[src/design/tcs_pkg.sv]
// Purpose: Shared types and constants for the Type-C source pin status block
// Assumes: One 250 MHz clock, synchronous active-high reset
// Notes:   Open-drain pins travel as out/oe pairs; the wire level is resolved outside

// ============================================================
// Package
// ============================================================
package tcs_pkg;

  // Clock period, kept for reference by users of the block
  localparam int CLK_PERIOD_NS = 4;

  // Number of flip-flops in each pin synchroniser
  localparam int SYNC_STAGES = 2;

  // Bit positions of the asynchronous pin inputs in the sync vector
  localparam int PIN_W           = 5;
  localparam int PIN_DEF_SEL     = 0;  // Default-current select
  localparam int PIN_HIGH_SEL    = 1;  // High-current select
  localparam int PIN_VBUS_LIVE   = 2;  // VBUS presence on the monitor input
  localparam int PIN_VBUS_RANGE  = 3;  // VBUS window comparator result
  localparam int PIN_ADDR_SEL    = 4;  // Bus address select strap

  // Reset value of the sync vector
  localparam logic [PIN_W-1:0] PIN_RST = 5'h00;

  // Level an open-drain pin pulls to while enabled
  localparam logic OD_PULL_LEVEL = 1'b0;

  // Single-bit reset values
  localparam logic BIT_CLR = 1'b0;
  localparam logic BIT_SET = 1'b1;

  // Advertised pull-up level on CC
  typedef enum logic [1:0] {
    TCS_ADV_USB_DEFAULT,
    TCS_ADV_TYPEC_MEDIUM,
    TCS_ADV_TYPEC_HIGH
  } tcs_adv_e;

  // One open-drain pin: output level and output enable
  typedef struct packed {
    logic out;
    logic oe;
  } tcs_od_s;

  // Connection facts from the Type-C state machine (same clock)
  typedef struct packed {
    logic sink_attached;    // Valid source-to-sink connection
    logic audio_accessory;  // Audio accessory seen
    logic debug_accessory;  // Debug accessory seen
    logic cc2_active;       // CC2 carries the CC line
    logic error_recovery;   // Error recovery in progress
    logic vconn_enable;     // VCONN switches enabled
    logic alert_request;    // Interrupt pending in the register file
  } tcs_conn_s;

  // All open-drain pins of the port
  typedef struct packed {
    tcs_od_s alert;
    tcs_od_s vbus_in_range_n;
    tcs_od_s attach;
    tcs_od_s accessory_found_n;
    tcs_od_s orientation;
    tcs_od_s source_power_path_enable_n;
  } tcs_pins_s;

  // Status bits mirrored to the register file
  typedef struct packed {
    logic vbus_good;
    logic attached;
    logic accessory;
    logic cc2_orientation;
    logic power_path_pin_level;  // Logic level of the power-path pin
  } tcs_status_s;

  // VCONN steering
  typedef struct packed {
    logic to_cc1;
    logic to_cc2;
  } tcs_vconn_s;

endpackage : tcs_pkg

[src/design/tcs_pin_status.sv]
// Purpose: Pin-level control and status of a Type-C source port
// Assumes: Connection facts come from the state machine on clk; pins are async
// Notes:   Every output is registered; pins lag conn by one edge, async pins by three
`timescale 1ns/1ps
`default_nettype none

module tcs_pin_status (
  input  wire logic                clk,                     // 250 MHz clock
  input  wire logic                sys_rst,                 // Sync reset, high
  input  wire logic                ce,                      // Freezes state when low
  input  wire logic                default_current_select,  // Async pin
  input  wire logic                high_current_select,     // Async pin
  input  wire logic                vbus_monitor_input,      // Async VBUS presence
  input  wire logic                vbus_window_ok,          // Async range comparator
  input  wire logic                bus_address_select,      // Async address strap
  input  wire tcs_pkg::tcs_conn_s  conn,                    // State machine facts
  output var  tcs_pkg::tcs_pins_s  pins,                    // Open-drain pins
  output var  tcs_pkg::tcs_status_s status,                 // Register mirrors
  output var  tcs_pkg::tcs_adv_e   rp_level,                // Pull-up on CC
  output var  tcs_pkg::tcs_vconn_s vconn_route,             // VCONN switches
  output logic                     address_bit              // Synced address bit
);

  // ============================================================
  // State
  // ============================================================

  // Whole module state in one record
  typedef struct packed {
    logic [tcs_pkg::PIN_W-1:0] sync1;       // First sync stage
    logic [tcs_pkg::PIN_W-1:0] sync2;       // Second sync stage
    tcs_pkg::tcs_adv_e         adv;         // Advertised level
    logic                      vbus_ok;     // Vbus_in_range_n asserted
    logic                      attached;    // Attach asserted
    logic                      accessory;   // Accessory asserted
    logic                      cc2;         // CC2 orientation
    logic                      path_on;     // Power path on
    logic                      alert;       // Interrupt asserted
    logic                      vconn_cc1;   // VCONN onto CC1
    logic                      vconn_cc2;   // VCONN onto CC2
    logic                      addr;        // Address bit
  } tcs_state_s;

  tcs_state_s state;       // Registered state
  tcs_state_s next_state;  // Next value

  // ============================================================
  // Functions
  // ============================================================

  // Map the two select levels onto a pull-up level
  function automatic tcs_pkg::tcs_adv_e adv_decode(input logic def_sel,
                                                   input logic high_sel);
    tcs_pkg::tcs_adv_e lvl;
    lvl = tcs_pkg::TCS_ADV_USB_DEFAULT;
    if (!def_sel)
    begin
      lvl = tcs_pkg::TCS_ADV_USB_DEFAULT;
    end
    else if (!high_sel)
    begin
      lvl = tcs_pkg::TCS_ADV_TYPEC_MEDIUM;
    end
    else
    begin
      lvl = tcs_pkg::TCS_ADV_TYPEC_HIGH;
    end
    return lvl;
  endfunction : adv_decode

  // Open-drain drive: pull low while asserted, else release
  function automatic tcs_pkg::tcs_od_s od_drive(input logic active);
    tcs_pkg::tcs_od_s p;
    p.out = tcs_pkg::OD_PULL_LEVEL;
    p.oe  = active;
    return p;
  endfunction : od_drive

  // ============================================================
  // Next-state logic
  // ============================================================

  // Decoded conditions from synced pins and connection facts
  logic vbus_present;   // Present and inside the window
  logic fault;          // Error recovery blocks every indication but the alert
  logic sink_ok;        // Sink connection not in fault
  logic acc_ok;         // Accessory not in fault

  // Combinational next value of the whole state
  always_comb
  begin
    next_state   = state;
    vbus_present = state.sync2[tcs_pkg::PIN_VBUS_LIVE]
                   && state.sync2[tcs_pkg::PIN_VBUS_RANGE];
    fault        = conn.error_recovery;
    sink_ok      = conn.sink_attached && !fault;
    acc_ok       = (conn.audio_accessory || conn.debug_accessory) && !fault;

    // Two-flop synchronisers; only stage two is read below
    // Each pin lands at its named slot, so a reorder cannot swap pins
    next_state.sync1[tcs_pkg::PIN_DEF_SEL]    = default_current_select;
    next_state.sync1[tcs_pkg::PIN_HIGH_SEL]   = high_current_select;
    next_state.sync1[tcs_pkg::PIN_VBUS_LIVE]  = vbus_monitor_input;
    next_state.sync1[tcs_pkg::PIN_VBUS_RANGE] = vbus_window_ok;
    next_state.sync1[tcs_pkg::PIN_ADDR_SEL]   = bus_address_select;
    next_state.sync2 = state.sync1;

    // Pull-up follows the selects every cycle, so run-time changes land
    next_state.adv = adv_decode(state.sync2[tcs_pkg::PIN_DEF_SEL],
                                state.sync2[tcs_pkg::PIN_HIGH_SEL]);

    // Vbus_in_range_n only while attaching a sink with VBUS in the window
    next_state.vbus_ok = sink_ok && vbus_present;

    // Attach covers sinks and accessories alike
    next_state.attached = sink_ok || acc_ok;

    // Either accessory kind raises the accessory output
    next_state.accessory = acc_ok;

    // Orientation only means something while attached
    next_state.cc2 = (sink_ok || acc_ok) && conn.cc2_active;

    // Power path needs a sink and VBUS in range
    next_state.path_on = sink_ok && vbus_present;

    // VCONN goes to whichever CC pin is not the CC line
    if (sink_ok && conn.vconn_enable)
    begin
      next_state.vconn_cc1 = conn.cc2_active;
      next_state.vconn_cc2 = !conn.cc2_active;
    end
    else
    begin
      // Switches open off a connection
      next_state.vconn_cc1 = tcs_pkg::BIT_CLR;
      next_state.vconn_cc2 = tcs_pkg::BIT_CLR;
    end

    // Interrupt request from the register file
    next_state.alert = conn.alert_request;

    // Address strap assumed static by the host
    next_state.addr = state.sync2[tcs_pkg::PIN_ADDR_SEL];
  end

  // ============================================================
  // State register
  // ============================================================

  // Reset wins over clock enable so the block always starts clean
  always_ff @(posedge clk)
  begin
    if (sys_rst)
    begin
      // Reset holds every indication released
      state.sync1     <= tcs_pkg::PIN_RST;
      state.sync2     <= tcs_pkg::PIN_RST;
      state.adv       <= tcs_pkg::TCS_ADV_USB_DEFAULT;
      state.vbus_ok   <= tcs_pkg::BIT_CLR;
      state.attached  <= tcs_pkg::BIT_CLR;
      state.accessory <= tcs_pkg::BIT_CLR;
      state.cc2       <= tcs_pkg::BIT_CLR;
      state.path_on   <= tcs_pkg::BIT_CLR;
      state.alert     <= tcs_pkg::BIT_CLR;
      state.vconn_cc1 <= tcs_pkg::BIT_CLR;
      state.vconn_cc2 <= tcs_pkg::BIT_CLR;
      state.addr      <= tcs_pkg::BIT_CLR;
    end
    else if (ce)
    begin
      // Normal operation
      state <= next_state;
    end
  end

  // ============================================================
  // Outputs
  // ============================================================

  // Pins and mirrors straight from the state flops
  always_comb
  begin
    pins.alert                      = od_drive(state.alert);
    pins.vbus_in_range_n            = od_drive(state.vbus_ok);
    pins.attach                     = od_drive(state.attached);
    pins.accessory_found_n          = od_drive(state.accessory);
    pins.orientation                = od_drive(state.cc2);
    pins.source_power_path_enable_n = od_drive(state.path_on);

    // Mirrors read the same flops as the pins, so they never disagree
    status.vbus_good            = state.vbus_ok;
    status.attached             = state.attached;
    status.accessory            = state.accessory;
    status.cc2_orientation      = state.cc2;
    status.power_path_pin_level = !state.path_on;

    rp_level           = state.adv;
    vconn_route.to_cc1 = state.vconn_cc1;
    vconn_route.to_cc2 = state.vconn_cc2;
    address_bit        = state.addr;
  end
endmodule : tcs_pin_status

`default_nettype wire

[config.mk]
export PLATFORM = sky130hd
export DESIGN_NAME = tcs_pin_status
export DESIGN_NICKNAME = d
export VERILOG_FILES = /design/src/design/tcs_pkg.sv /design/src/design/tcs_pin_status.sv
export SDC_FILE = /design/constraint.sdc
export NUM_CORES = 1
export LEC_CHECK = 0
export ABC_AREA = 1
export BUFFER_PORTS_ARGS = -buffer_cell sky130_fd_sc_hd__buf_2
export CAP_MARGIN = 0
export CORE_AREA = 2 2 48 46
export CTS_CLUSTER_SIZE = 24
export DETAILED_ROUTE_END_ITERATION = 12
export DIE_AREA = 0 0 50 48
export GPL_ROUTABILITY_DRIVEN = 0
export PLACE_DENSITY = 0.82
export SLEW_MARGIN = 20
export SYNTH_ARGS = -nofsm -noshare
export SYNTH_HDL_FRONTEND = slang
export SYNTH_SLANG_ARGS = --single-unit
[constraint.sdc]
create_clock -name clk -period 1.1 [get_ports clk]
set_input_delay 0.165 -clock clk [delete_from_list [all_inputs] [get_ports clk]]
set_output_delay 0.165 -clock clk [all_outputs]
set_load 0.005 [all_outputs]
==> flow_summary.json <==
{
  "setup_ws_ns": 0.08828,
  "endpoint_kind": "output pin",
  "fin_util_pct": 53.33,
  "yosys.area.top_type": "dfxtp_1",
  "fin_crit_sh_pct": 91.97,
  "die_w_um": 50,
  "initial_core_util_pct": 47.68,
  "post-cts-setup-buffers": 0,
  "cts_tree": "done",
  "rsz0062_at_grt": "false",
  "final_cell_area_um2": 991.0,
  "fin_crit_ns": 1.012,
  "cp_max_fo": 5,
  "ys_seq_elements": 20,
  "netlist.area_leader.share_pct": 45.20,
  "synth_warnings": 0,
  "cp.arrival_ns": 0.85,
  "placed_area_um2": 938.4,
  "vias": 723,
  "power.density_mw_per_mm2": 1540,
  "antenna_found_initial": 0,
  "die_h_um": 48,
  "fmax_ghz": 0.9884,
  "coreArea_mm2": 0.001858,
  "hold_violations": 0,
  "layout-drive-gt1-share_pct": 27.61,
  "drtIter0Drc": 18,
  "cts_max_level": 1,
  "cts-resized-gates": 0,
  "clockBufferDepth": 2,
  "num_rows": 15,
  "drcViolationCount": 0,
  "numCtsBuffers": 3,
  "port_buffers": 30,
  "grt_pass1_wl_um": 2718,
  "hpwl_um": 1171,
  "yosysSeqAreaShare_pct": 45.20,
  "synthCells": 118,
  "drt_pass1_iterations": 4,
  "skew_ns": 0.01178,
  "timing.hold.ws_ns": 0.07520,
  "critPathRequiredTime_ns": 0.94,
  "outcome": "finished, final reports clean",
  "top_level_ports": 37,
  "viasPerCell": 4.547,
  "path_cells": "inv_1 > buf_2",
  "grt_overflow": 0,
  "synthDistinctLibCells": 12,
  "tns_ns": 0,
  "root_buffer": "clkbuf_4",
  "cts.clk_slew.worst_paths_ns": 0.12,
  "wl_um": 1626,
  "maxCapViolCount": 0,
  "hold_path.class": "input port to flip-flop",
  "die-area_mm2": 0.002400,
  "ys_top_cells_by_area": "dfxtp_1, buf_4, nor2_1",
  "cts_sinks": 20,
  "path_class": "flip-flop to output pin",
  "critical_path.startpoint_type": "flip-flop",
  "wl_per_cell_um": 10.23,
  "slowest_stage": "dfxtp_1",
  "grt_pass1_vias": 639,
  "slew_viol_final": 0,
  "ctsHoldBuffers": 0,
  "antenna_cells": 0,
  "ir_worst_vdd_mv": 0.9003,
  "area_growth_pct": 11.86,
  "p_leak_nw": 0.5058,
  "pre_cts_ws_ns": 0.1100,
  "synth_area_per_cell_um2": 7.507,
  "setup_viol": 0,
  "worstSkewPairLatency_ns": 0.30,
  "ant_nets": 0,
  "grt_max_degree": 17,
  "syn_area_um2": 885.9,
  "slowest_delay_ns": 0.39,
  "grt.total_usage_pct": 15.26,
  "final_nets": 150
}
==> critical path, delay by kind of cell (launching register included) <==
| kind | cells | cell delay, ns |
|---|---|---|
| buffers and inverters | 2 | 0.17 |
| flip-flops | 1 | 0.39 |
==> metrics by stage <==
step                cells  total power, mW
floorplan             123           0.9165
global placement      155           0.9424
detailed placement    155           0.9492
CTS                   159            1.532
global route          159            1.594
finish                159            1.526
==> placed cells by master, fill, tap and decap left out, drive strengths merged <==
master	instances
nand3	5
buf	32
bufinv	1
nand2	11
a21oi	8
nand3b	1
o21ai	13
clkbuf	3
nor2	24
dfxtp	20
conb	6
inv	10
==> registers in the layout (all words and copies together) (netlist names) <==
name and flops:
next_state 6, rp_level 2, vconn_route 2, state 4, address_bit 1, pins 5
==> synthesized netlist by cell type <==
master	instances
o21ai_0	13
conb_1	1
buf_2	5
nand3_1	5
nand2_1	11
nand3b_1	1
dfxtp_1	20
inv_1	9
buf_4	20
inv_2	1
nor2_1	24
a21oi_1	8
==> metal layers <==
metal  GRT usage (%)  up-vias  share of wire, %
li1                -      371                 -
met1           17.08      320                45
met2           27.89       30                46
met3           5.313        2               7.7
met4           5.000        0              0.86
met5               0        -                 0
==> area by class of cell <==
| type | instances | area [um2] |
|---|---|---|
| fillers | 190 | 867.1 |
| flip-flops and latches | 20 | 400.4 |
| multi-input cells | 68 | 291.5 |
| repair buffers | 32 | 177.7 |
| inverters | 10 | 37.54 |
| well taps | 25 | 31.28 |
| clock inverters | 1 | 30.03 |
| clock buffers | 3 | 22.52 |
==> final timing paths <==
| kind | cells after the start | to | slack (ns) | start |
|---|---|---|---|---|
| worst max-delay path | 2 | status[0] | 0.09 | pins[0] |
| worst min-delay path | 3 | pins[10] | 0.08 | conn[0] |
| worst max register to register | 4 | pins[6] | 0.38 | pins[6] |
| worst min register to register | 2 | rp_level[0] | 0.47 | rp_level[0] |
==> logic make-up (layout without fill, tap and decap cells) <==
logic type / Yosys count / in the layout / share of synthesized area [%]
other cells: 1 / 6 / 0.4233
simple gates: 41 / 41 / 18.50
compound gates: 21 / 21 / 11.86
flops: 20 / 20 / 45.20
buf+inv: 35 / 46 / 24.01
==> power by group <==
group | switching [mW] | total, mW | internal (mW)
Clock | 0.223 | 0.592 | 0.368
Combinational | 0.0857 | 0.153 | 0.0671
Sequential | 0.0188 | 0.781 | 0.763
Total | 0.328 | 1.53 | 1.20
Note: power is estimated with default switching activity, not from simulation.
